File: src/fpep_consts.svh
`ifndef FPEP_CONSTS_SVH
`define FPEP_CONSTS_SVH

`define FPEP_P_BIT       3'd0
`define FPEP_E_BIT       3'd1
`define FPEP_PV_BIT      3'd2
`define FPEP_EV_BIT      3'd3
`define FPEP_SWE_BIT     3'd7
`define FPEP_FLASH_ERROR_FLAG_BIT    3'd7
`define FPEP_SUBACTIVE_POWERDOWN_DISABLE_BIT   3'd7
`define FPEP_PRI_MASK    8'h8F
`define FPEP_PRI_RST     8'h00
`define FPEP_EBS_RST     8'h00
`define FPEP_PWR_RST     8'h00
`define FPEP_CLK_MHZ     125
`define FPEP_WAIT_US     20
`define FPEP_WAIT_CYC    (`FPEP_WAIT_US * `FPEP_CLK_MHZ)
`define FPEP_CNT_W       16

`endif

File: src/fpep_pkg.sv
`default_nettype none
package fpep_pkg;
    typedef enum logic [2:0] {
        MODE_ACTIVE,
        MODE_SLEEP,
        MODE_SUBACTIVE,
        MODE_SUBSLEEP,
        MODE_STANDBY
    } fpep_mode_e;

    typedef enum logic [1:0] {
        SEL_PRIMARY,
        SEL_SECONDARY,
        SEL_ERASE_BLOCK,
        SEL_POWER
    } fpep_reg_e;

    typedef enum logic [1:0] {
        FS_NORMAL,
        FS_POWERDOWN,
        FS_STANDBY,
        FS_RECOVER
    } fpep_fstate_e;
endpackage : fpep_pkg
`default_nettype wire

File: src/fpep_wait_if.sv
`default_nettype none
interface fpep_wait_if;
    logic       start;
    logic [2:0] sel;
    logic       done;
    modport ctrl  (output start, output sel, input done);
    modport timer (input start, input sel, output done);
endinterface : fpep_wait_if
`default_nettype wire

File: src/fpep_wait.sv
`include "fpep_consts.svh"
`default_nettype none
module fpep_wait #(
    parameter int UNIT_CYC = `FPEP_WAIT_CYC
) (
    input wire logic    clock,
    input wire logic    clk_en,
    input wire logic    rst_b,
    fpep_wait_if.timer  wt
);
    logic [`FPEP_CNT_W-1:0] cnt_r;
    logic                   done_r;

    // Each select step adds one full minimum period, so no code gives less
    always_ff @(posedge clock or negedge rst_b) begin
        if (!rst_b) begin
            cnt_r <= '0;
        end else if (clk_en) begin
            if (wt.start) begin
                cnt_r <= `FPEP_CNT_W'(UNIT_CYC * (int'(wt.sel) + 1));
            end else if (cnt_r != '0) begin
                cnt_r <= cnt_r - 1'b1;
            end
        end
    end

    always_ff @(posedge clock or negedge rst_b) begin
        if (!rst_b) begin
            done_r <= 1'b0;
        end else if (clk_en) begin
            done_r <= !wt.start && (cnt_r == `FPEP_CNT_W'(1));
        end
    end

    assign wt.done = done_r;
endmodule : fpep_wait
`default_nettype wire

File: src/fpep_top.sv
`include "fpep_consts.svh"
`default_nettype none
module fpep_top
    import fpep_pkg::*;
#(
    parameter int WAIT_UNIT_CYC = `FPEP_WAIT_CYC
) (
    input  wire logic         clock,
    input  wire logic         clk_en,
    input  wire logic         rst_b,
    input  wire logic         external_reset_pin_b,
    input  wire logic         sys_reset_req,
    input  wire fpep_mode_e   op_mode,
    input  wire logic [2:0]   standby_wait_select,
    input  wire logic         reg_wr_en,
    input  wire fpep_reg_e    reg_wr_sel,
    input  wire logic [7:0]   reg_wr_data,
    input  wire logic         flash_read_strobe,
    input  wire logic         exception_start,
    input  wire logic         sleep_exec,
    output logic [7:0]        flash_mode_control_primary,
    output logic [7:0]        flash_mode_control_secondary,
    output logic [7:0]        erase_block_select,
    output logic [7:0]        flash_power_control,
    output logic              program_pulse,
    output logic [7:0]        erase_stress,
    output logic              program_verify_mode,
    output logic              erase_verify_mode,
    output logic              error_protect,
    output fpep_fstate_e      flash_state,
    output logic              flash_read_allowed
);
    function automatic logic is_low_power(input fpep_mode_e m);
        is_low_power = (m == MODE_SUBACTIVE) || (m == MODE_SUBSLEEP) ||
                       (m == MODE_STANDBY);
    endfunction : is_low_power

    function automatic logic wr_hit(input logic en, input fpep_reg_e s, input fpep_reg_e t);
        wr_hit = en && (s == t);
    endfunction : wr_hit

    logic          pin_sync1_r;
    logic          pin_sync2_r;
    logic [7:0]    pri_r;
    logic [7:0]    pri_nxt;
    logic [7:0]    ebs_r;
    logic [7:0]    ebs_nxt;
    logic [7:0]    pwr_r;
    logic          err_r;
    logic          pulse_r;
    logic [7:0]    stress_r;
    logic          pv_mode_r;
    logic          ev_mode_r;
    logic          rd_ok_r;
    fpep_fstate_e  fs_r;
    fpep_fstate_e  fs_nxt;
    fpep_fstate_e  fs_target;
    logic          hw_prot;
    logic          busy;
    logic          err_evt;
    logic          software_write_enable;
    fpep_wait_if   wif ();

    // Pin is asynchronous to clock
    always_ff @(posedge clock or negedge rst_b) begin
        if (!rst_b) begin
            pin_sync1_r <= 1'b0;
            pin_sync2_r <= 1'b0;
        end else if (clk_en) begin
            pin_sync1_r <= external_reset_pin_b;
            pin_sync2_r <= pin_sync1_r;
        end
    end

    assign hw_prot = !pin_sync2_r || sys_reset_req || is_low_power(op_mode);
    assign software_write_enable     = pri_r[`FPEP_SWE_BIT];
    assign busy    = pulse_r || (stress_r != 8'h00);
    assign ebs_nxt = wr_hit(reg_wr_en, reg_wr_sel, SEL_ERASE_BLOCK) ? reg_wr_data : ebs_r;
    assign err_evt = busy && (flash_read_strobe || exception_start || sleep_exec);

    // Program/erase bits land only when write enable is already on
    always_comb begin
        pri_nxt = pri_r;
        if (wr_hit(reg_wr_en, reg_wr_sel, SEL_PRIMARY)) begin
            pri_nxt = reg_wr_data & `FPEP_PRI_MASK;
            if (!software_write_enable) begin
                pri_nxt[`FPEP_P_BIT] = 1'b0;
                pri_nxt[`FPEP_E_BIT] = 1'b0;
            end
        end
    end

    always_ff @(posedge clock or negedge rst_b) begin
        if (!rst_b) begin
            pri_r <= `FPEP_PRI_RST;
        end else if (clk_en) begin
            if (hw_prot) begin
                pri_r <= `FPEP_PRI_RST;
            end else if (!err_evt) begin
                pri_r <= pri_nxt;
            end
        end
    end

    always_ff @(posedge clock or negedge rst_b) begin
        if (!rst_b) begin
            ebs_r <= `FPEP_EBS_RST;
        end else if (clk_en) begin
            if (hw_prot) begin
                ebs_r <= `FPEP_EBS_RST;
            end else if (!err_evt && wr_hit(reg_wr_en, reg_wr_sel, SEL_ERASE_BLOCK)) begin
                ebs_r <= reg_wr_data;
            end
        end
    end

    always_ff @(posedge clock or negedge rst_b) begin
        if (!rst_b) begin
            pwr_r <= `FPEP_PWR_RST;
        end else if (clk_en && wr_hit(reg_wr_en, reg_wr_sel, SEL_POWER)) begin
            pwr_r <= reg_wr_data & (8'h01 << `FPEP_SUBACTIVE_POWERDOWN_DISABLE_BIT);
        end
    end

    // Flag has no software write path; rst_b is the power-on reset
    always_ff @(posedge clock or negedge rst_b) begin
        if (!rst_b) begin
            err_r <= 1'b0;
        end else if (clk_en && err_evt) begin
            err_r <= 1'b1;
        end
    end

    // Mode drops in the same edge that records the error
    always_ff @(posedge clock or negedge rst_b) begin
        if (!rst_b) begin
            pulse_r  <= 1'b0;
            stress_r <= 8'h00;
        end else if (clk_en) begin
            pulse_r  <= pri_r[`FPEP_P_BIT] && software_write_enable && !err_r && !err_evt && !hw_prot;
            stress_r <= (pri_r[`FPEP_E_BIT] && software_write_enable && !err_r && !err_evt && !hw_prot)
                        ? (ebs_r & ebs_nxt) : 8'h00;
        end
    end

    always_ff @(posedge clock or negedge rst_b) begin
        if (!rst_b) begin
            pv_mode_r <= 1'b0;
            ev_mode_r <= 1'b0;
        end else if (clk_en) begin
            pv_mode_r <= pri_r[`FPEP_PV_BIT] && !hw_prot;
            ev_mode_r <= pri_r[`FPEP_EV_BIT] && !hw_prot;
        end
    end

    always_comb begin
        case (op_mode)
            MODE_ACTIVE, MODE_SLEEP: fs_target = FS_NORMAL;
            MODE_SUBACTIVE: fs_target = pwr_r[`FPEP_SUBACTIVE_POWERDOWN_DISABLE_BIT] ? FS_NORMAL : FS_POWERDOWN;
            default: fs_target = FS_STANDBY;
        endcase
    end

    always_comb begin
        fs_nxt    = fs_r;
        wif.start = 1'b0;
        case (fs_r)
            FS_NORMAL: begin
                fs_nxt = fs_target;
            end
            FS_POWERDOWN, FS_STANDBY: begin
                fs_nxt = fs_target;
                if (fs_target == FS_NORMAL) begin
                    fs_nxt    = FS_RECOVER;
                    wif.start = 1'b1;
                end
            end
            FS_RECOVER: begin
                if (fs_target != FS_NORMAL) begin
                    fs_nxt = fs_target;
                end else if (wif.done) begin
                    fs_nxt = FS_NORMAL;
                end
            end
            default: fs_nxt = FS_STANDBY;
        endcase
    end

    assign wif.sel = standby_wait_select;

    always_ff @(posedge clock or negedge rst_b) begin
        if (!rst_b) begin
            fs_r    <= FS_NORMAL;
            rd_ok_r <= 1'b1;
        end else if (clk_en) begin
            fs_r    <= fs_nxt;
            rd_ok_r <= (fs_nxt == FS_NORMAL) || (fs_nxt == FS_POWERDOWN);
        end
    end

    fpep_wait #(
        .UNIT_CYC (WAIT_UNIT_CYC)
    ) u_wait (
        .clock  (clock),
        .clk_en (clk_en),
        .rst_b  (rst_b),
        .wt     (wif.timer)
    );

    assign flash_mode_control_primary   = pri_r;
    assign flash_mode_control_secondary = {err_r, 7'h00};
    assign erase_block_select           = ebs_r;
    assign flash_power_control          = pwr_r;
    assign program_pulse                = pulse_r;
    assign erase_stress                 = stress_r;
    assign program_verify_mode          = pv_mode_r;
    assign erase_verify_mode            = ev_mode_r;
    assign error_protect                = err_r;
    assign flash_state                  = fs_r;
    assign flash_read_allowed           = rd_ok_r;
endmodule : fpep_top
`default_nettype wire

File: config.mk
export PLATFORM = sky130hd
export DESIGN_NAME = fpep_top
export DESIGN_NICKNAME = d
export VERILOG_FILES = /design/src/fpep_pkg.sv /design/src/fpep_wait_if.sv /design/src/fpep_wait.sv /design/src/fpep_top.sv
export VERILOG_INCLUDE_DIRS = /design/src /design/src/src
export SDC_FILE = /design/constraint.sdc
export NUM_CORES = 1
export LEC_CHECK = 0
export BUFFER_PORTS_ARGS = -buffer_cell sky130_fd_sc_hd__clkbuf_2
export CAP_MARGIN = 20
export CORE_UTILIZATION = 30
export CTS_CLUSTER_DIAMETER = 120
export CTS_CLUSTER_SIZE = 14
export DETAILED_ROUTE_END_ITERATION = 16
export SKIP_LAST_GASP = 1
export SLEW_MARGIN = 5
export SYNTH_ARGS = -nofsm -noshare
export SYNTH_HDL_FRONTEND = slang
export SYNTH_SLANG_ARGS = --single-unit
File: constraint.sdc
create_clock -name clock -period 6.42 [get_ports clock]
set_input_delay 0.321 -clock clock [delete_from_list [all_inputs] [get_ports clock]]
set_output_delay 0.321 -clock clock [all_outputs]
set_load 0.05 [all_outputs]
==> impl_metrics.json, run 1 <==
{
  "final_util_pct": 35.7,
  "max-cap-violations": 0,
  "reg2reg_slack_ps": 3510,
  "clock_skew_ps": 13.7,
  "grt_max_degree": 49,
  "critPathRequiredTime_ps": 6640,
  "antennaDiodeCount": 0,
  "regToRegStartpoint": "u_wait.cnt_r[0]",
  "setup_tns_ps": 0,
  "syn_avg_cell_area_um2": 9.48,
  "syn_inst": 312,
  "ys_warn_count": 0,
  "initial_core_util_pct": 31.4,
  "die_w_um": 101,
  "drt.antenna.violating_nets": 0,
  "critPathLaunch": "standby_wait_select[0]",
  "place_area_um2": 3270,
  "crit_type": "in2reg",
  "synth-compound-area-share_pct": 23.5,
  "grt-ovfl-total": 0,
  "cpMaxStageDelayCell": "ha_1",
  "grt_pass1_wl_mm": 11.9,
  "cts_hold_buf": 0,
  "max_freq_mhz": 332,
  "tightest_slew_ps": 931,
  "ys_types": 53,
  "drt-vias-per-instance": 5.06,
  "grt_antenna_before_repair": 0,
  "cp-end-kind": "flop",
  "detail_route.wl_per_cell_um": 14.9,
  "cts_resized": 0,
  "clk_path_buf_depth": 2,
  "r2r_cells": 7,
  "hold_path_class": "in2async",
  "ys_seq_area_share_pct": 40.7,
  "fin_area_um2": 3360,
  "clock_latency_ps": 300,
  "nets": 405,
  "fin_crit_ps": 3010,
  "synthFlopType": "dfrtp_1",
  "yosys.area_share.simple_pct": 15.8,
  "synth_edf_count": 0,
  "clk_pin_slew_ps": 90,
  "die_h_um": 101,
  "synthAdderAreaFrac_pct": 7.87,
  "finalPower_mw": 1.01,
  "power.leakage_nw": 1.52,
  "post_cts_buffers": 0,
  "grt.total_usage_pct": 14.7,
  "cts-buffers-inserted": 5,
  "synth_top_family_by_area": "compound AO/OA/AOI/OAI gates",
  "die_area_um2": 10300,
  "status": "finished clean",
  "muxShareOfSynthArea_pct": 1.86,
  "worst_path_most_repeated_cell": "ha_1",
  "first_iter_violations": 194,
  "route.vias.total": 2489,
  "io-pin-count": 72,
  "coreArea_um2": 9420,
  "power_density_nw_per_um2": 301,
  "maxSlewHeadroom_pct": 37.9,
  "worst-endpoint-arrival_ps": 3230,
  "dp_slack_ps": 3070,
  "cts.sinks": 48,
  "setup_ws_ps": 3410,
  "grt_pass1_vias": 2408,
  "peakVddDrop_mv": 0.158,
  "path_cells": "clkbuf_2, inv_1, ha_1, inv_1, ha_1, ha_1, ha_1, inv_1, fa_1, nor2b_1, o21ai_0, a211oi_1, o21ai_0, a211oi_1",
  "cts_tree": "yes",
  "synthArstFlopShare_pct": 100,
  "finalCritPeriodShare_pct": 46.9,
  "gp_congestion": 0.855,
  "port_buffers": 54,
  "worstPathMaxFanout": 9,
  "root_buffer": "clkbuf_8",
  "fp-row-count": 35,
  "drcViolationCount": 0,
  "firstDrtPassIters": 4,
  "r2r_end": "u_wait.cnt_r[1]",
  "rsz0062_at_grt": "no",
  "drive_gt1_share_pct": 20.1,
  "slowest_delay_ps": 470,
  "hpwl_mm": 5.51,
  "syn2layout_area_growth_pct": 13.6,
  "drv_slew": 0,
  "syn_area_um2": 2960,
  "drt-total-wl_mm": 7.32,
  "setup_viol": 0,
  "start_kind": "input port",
  "critPathCapture": "u_wait.cnt_r[14]",
  "synth_xor_area_share_pct": 1.78,
  "yosys_register_bits": 48,
  "finalHoldViolations": 0,
  "cts_htree_levels": 2
}
## cell families (layout without fill, tap and decap cells)
group | after synthesis | after routing
compound gates | 103 | 103
flops | 48 | 48
buf+inv | 42 | 77
simple gates | 89 | 89
mux | 5 | 5
xor+xnor | 6 | 6
fa+ha+maj | 18 | 18
other cells | 1 | 17
## power breakdown
part           internal, mW  leakage, nW  total (mW)  switching [mW]
sequential            0.362        0.629       0.425          0.0624
combinational         0.139        0.844       0.398           0.259
clock                0.0884       0.0484       0.189           0.101
## layout make-up
class	count	area [µm²]
Inverter	13	48.8
Fill cell	996	6050
Multi-Input combinational cell	238	1570
Clock buffer	7	86.3
Tap cell	129	161
Clock inverter	1	8.76
Sequential cell	48	1200
Timing Repair Buffer	56	285
## synthesized netlist by cell type (2+ instances only)
library cell	instances	area share (%)
a211oi_1	2	0.51
inv_1	13	1.6
or4_1	3	0.76
a22o_1	12	3.6
nor2b_1	5	1.1
a31oi_1	3	0.63
nand2_1	12	1.5
nand2b_1	4	0.85
or3b_2	2	0.59
nand4_1	3	0.63
buf_6	3	1.1
a32o_1	2	0.68
o2bb2ai_1	12	3.6
a21o_1	2	0.51
xor2_1	2	0.59
nor3_1	10	1.7
nor4_1	8	1.7
dfrtp_1	47	40
nor2_1	25	3.2
a21oi_1	19	3.2
o21ai_0	36	6.1
nor3b_1	2	0.51
ha_1	17	7.2
xnor2_1	4	1.2
buf_4	18	4.6
nand3_1	5	0.85
or3_1	3	0.63
mux2_2	4	1.5
a221oi_1	2	0.59
o21ai_1	2	0.34
clkbuf_1	8	1.0
## routing by layer
metal	global-route usage, %	vias up	wire [µm]
met5	0	-	0
met4	5.46	0	151
met3	2.48	13	312
met2	23.8	61	3390
met1	19.8	1195	3470
li1	-	1220	-
## flip-flops by register name (all words and copies together) (netlist names)
name                        cells
erase_block_select              8
erase_stress                    8
erase_verify_mode               1
error_protect                   1
flash_mode_control_primary      5
flash_power_control             1
flash_read_allowed              1
flash_state                     2
pin_sync1_r                     1
pin_sync2_r                     1
program_pulse                   1
program_verify_mode             1
u_wait.cnt_r                   16
u_wait.wt.done                  1
## through the flow
step	hold WS [ps]	std cells
6_report	92.1	492
3_3_place_gp	468	484
2_1_floorplan	25.4	328
5_1_grt	145	492
3_5_place_dp	465	484
4_1_cts	129	492
## cell usage in the layout (no fill, tap or decap), types with 5 or more instances in the layout
| cell | n |
|---|---|
| o21ai_0 | 36 |
| nor2_1 | 25 |
| inv_1 | 13 |
| clkbuf_8 | 6 |
| conb_1 | 17 |
| nand3_1 | 5 |
| nor4_1 | 8 |
| ha_1 | 17 |
| nor3_1 | 10 |
| nand2_1 | 12 |
| clkbuf_2 | 54 |
| a21oi_1 | 19 |
| o2bb2ai_1 | 12 |
| nor2b_1 | 5 |
| dfrtp_1 | 47 |
| a22o_1 | 12 |
## how the worst min path moves through the flow
stage	startpoint	endpoint
after global routing	rst_b	u_wait.cnt_r[4]
after floorplan	rst_b	erase_block_select[0]
after global placement	rst_b	u_wait.cnt_r[4]
after detailed placement	rst_b	u_wait.cnt_r[4]
after CTS	rst_b	u_wait.cnt_r[4]
final	rst_b	u_wait.cnt_r[4]
## worst max-delay path: cells and delay by family
kind            cells  cell delay [ps]
simple gates        1              110
fa+ha+maj           5             1610
buf+inv             4              490
compound gates      4              680
Note: power is estimated with default switching activity, not from simulation.
==> run 2: changes to the inputs <==
ABC_AREA = 1   (was not set)
clock period = 2.8 ns   (was 6.42 ns; I/O delays follow)
==> run 2 against run 1 <==
Effect of this change: synthesized cell count grew 53%; largest power group is now combinational logic; critical endpoint unchanged; flip-flop and latch count is the same; die area grew 13%; global-route usage grew 0.19 points; final cell count grew 37%; setup slack lost 3000 ps; hold slack lost 35 ps; largest cell class unchanged; sequential share of layout area shrank 4.3 points; critical path type unchanged; core utilization shrank 0.43 points; first-iteration DRC count grew 2.6%; clock power grew 130%.
==> impl_metrics.json, run 2 <==
{
  "synth_top_area_share_pct": 35.2,
  "power_density_nw_per_um2": 675,
  "max_freq_mhz": 413,
  "cts_tree": "yes",
  "firstDrtPassIters": 6,
  "antennaDiodeCount": 0,
  "finalCritPeriodShare_pct": 86.6,
  "hpwl_mm": 6.29,
  "io-pin-count": 72,
  "drv_slew": 0,
  "ys_warn_count": 0,
  "synthFlopType": "dfrtp_1",
  "cts.sinks": 48,
  "drt.antenna.violating_nets": 0,
  "start_kind": "input port",
  "synthArstFlopShare_pct": 100,
  "multi_input_area_um2": 1800,
  "critPathRequiredTime_ps": 3010,
  "clk_path_buf_depth": 2,
  "synth_edf_count": 0,
  "fillers": 1202,
  "die_area_um2": 11600,
  "final_util_pct": 35.3,
  "worst-endpoint-arrival_ps": 2630,
  "grt-ovfl-total": 0,
  "hold_path_class": "in2reg",
  "crit_type": "in2reg",
  "peakVddDrop_mv": 0.297,
  "synth.most_common_cell": "nand2_1",
  "drive_gt1_share_pct": 17.2,
  "syn_area_um2": 3340,
  "root_buffer": "clkbuf_8",
  "setup_viol": 0,
  "yosys-top-cells-area": "dfrtp_1, nand2_1, ha_1",
  "cp-end-kind": "flop",
  "ys_types": 34,
  "first_iter_violations": 199,
  "rsz0062_at_grt": "no",
  "nets": 578,
  "ys_seq_area_share_pct": 36.0,
  "die_w_um": 107,
  "detail_route.wl_per_cell_um": 12.0,
  "drt-vias-per-instance": 4.63,
  "power.leakage_nw": 2.06,
  "grt_pass1_wl_mm": 13.8,
  "port_buffers": 54,
  "initial_core_util_pct": 30.8,
  "status": "finished clean",
  "yosys_register_bits": 48,
  "grt_antenna_before_repair": 0,
  "seq_area_um2": 1200,
  "drcViolationCount": 0,
  "syn2layout_area_growth_pct": 14.5,
  "syn_avg_cell_area_um2": 7.01,
  "gp_congestion": 0.843,
  "route.vias.total": 3132,
  "syn_inst": 476,
  "largest_reg_flops": 16,
  "worstPathMaxFanout": 4,
  "yosysTopAreaCell": "dfrtp_1",
  "layout_common_cells": "nand2_1, clkbuf_2, nor2_1",
  "die_h_um": 107,
  "clk_pin_slew_ps": 90,
  "clock_skew_ps": 14.4,
  "cts_resized": 0,
  "max-cap-violations": 0,
  "grt_max_degree": 35,
  "drt-total-wl_mm": 8.13,
  "setup_tns_ps": 0,
  "regMostFlops": "u_wait.cnt_r",
  "fp-row-count": 38,
  "finalHoldViolations": 0,
  "fin_crit_ps": 2420,
  "cts_htree_levels": 2,
  "cts-buffers-inserted": 5,
  "grt.total_usage_pct": 14.9,
  "coreArea_um2": 10800,
  "synthTopCellsByCount": "nand2_1, nor2_1, inv_1, dfrtp_1, nand3_1",
  "final_common_cell": "nand2_1",
  "clock_latency_ps": 320,
  "grt_pass1_vias": 2928
}
-- run 2: cell count changes in the layout (fill, tap and decap cells not counted), sizes merged, moves of 6 or more --
cell,change
o2bb2ai,-12
nor3,-9
buf,+6
a21oi,-12
nand3b,+7
inv,+42
nor4,-8
a22o,-13
nand3,+36
nor2,+26
o211ai,+8
nand2,+147
-- run 2: cells by family after synthesis --
| group | share of synthesized area (%) |
|---|---|
| AO/OA/AOI/OAI | 9.93 |
| XOR/XNOR | 0.262 |
| adder cells (fa/ha/maj) | 6.97 |
| buffers and inverters | 11.8 |
| flip-flops | 36.0 |
| other | 0.112 |
| AND/OR/NAND/NOR | 34.9 |
-- run 2: cell type report --
class                           instances  share of cell area [%]
Clock buffer                            5                    1.80
Clock inverter                          3                   0.622
Inverter                               55                    5.53
Multi-Input combinational cell        362                    47.1
Sequential cell                        48                    31.5
Tap cell                              140                    4.58
Timing Repair Buffer                   63                    8.90
-- run 2: path summary, 6_finish.rpt --
| kind | start | endpoint | slack [ps] | cells after the start |
|---|---|---|---|---|
| worst max register to register | flash_state[0] | u_wait.cnt_r[8] | 870 | 9 |
| worst min register to register | pin_sync2_r | pin_sync2_r | 490 | 2 |
| max in group asynchronous | rst_b | erase_block_select[0] | 1720 | 3 |
| worst max-delay path | standby_wait_select[0] | u_wait.cnt_r[14] | 380 | 22 |
| min in group asynchronous | rst_b | u_wait.cnt_r[5] | 300 | 2 |
| worst min-delay path | external_reset_pin_b | pin_sync1_r | 60 | 3 |
-- run 2: through the flow --
| stage | power [mW] | hold WS (ps) | instance area (µm²) | cells | worst slack (ps) |
|---|---|---|---|---|---|
| floorplan | 1.88 | -156 | 3400 | 492 | 326 |
| global placement | 2.14 | 115 | 3720 | 667 | 118 |
| detailed placement | 2.16 | 121 | 3720 | 667 | 23.1 |
| CTS | 2.60 | 50.6 | 3820 | 676 | 350 |
| global route | 2.83 | 90.9 | 3820 | 676 | 8.27 |
| finish | 2.58 | 57.4 | 3820 | 676 | 376 |
-- run 2: worst max-delay path: stages --
cell and delay, ps:
clkbuf_2 110, ha_1 230, inv_1 60, nand2_1 50, nand2_1 110, nand2_1 90
o21ai_0 80, inv_1 60, ha_1 270, ha_1 300, inv_1 60, fa_1 410
inv_1 80, nand2_1 70, nand2_1 60, nand2_1 70, nand2_1 90, nand3_1 70
nand3_1 80, nand2_1 50, nand2_1 50, nand2_1 40
-- run 2: report_power, final --
part / total (mW) / internal [mW] / leakage (nW) / switching (mW)
clock network: 0.436 / 0.177 / 0.0404 / 0.258
registers: 0.985 / 0.833 / 0.628 / 0.152
logic: 1.16 / 0.372 / 1.39 / 0.787
-- run 2: per-layer routing --
layer / vias up / routed length (µm) / GRT usage [%]
met5: - / 0 / 0
li1: 1610 / - / -
met1: 1438 / 4000 / 20.5
met2: 75 / 3660 / 24.5
met3: 9 / 360 / 1.88
met4: 0 / 108 / 4.21
-- run 2: repair_timing --
action / in CTS / in global routing
endpoints found under the hold margin: 16 / 0
setup buffers: 0 / 0
hold buffers: 1 / 0
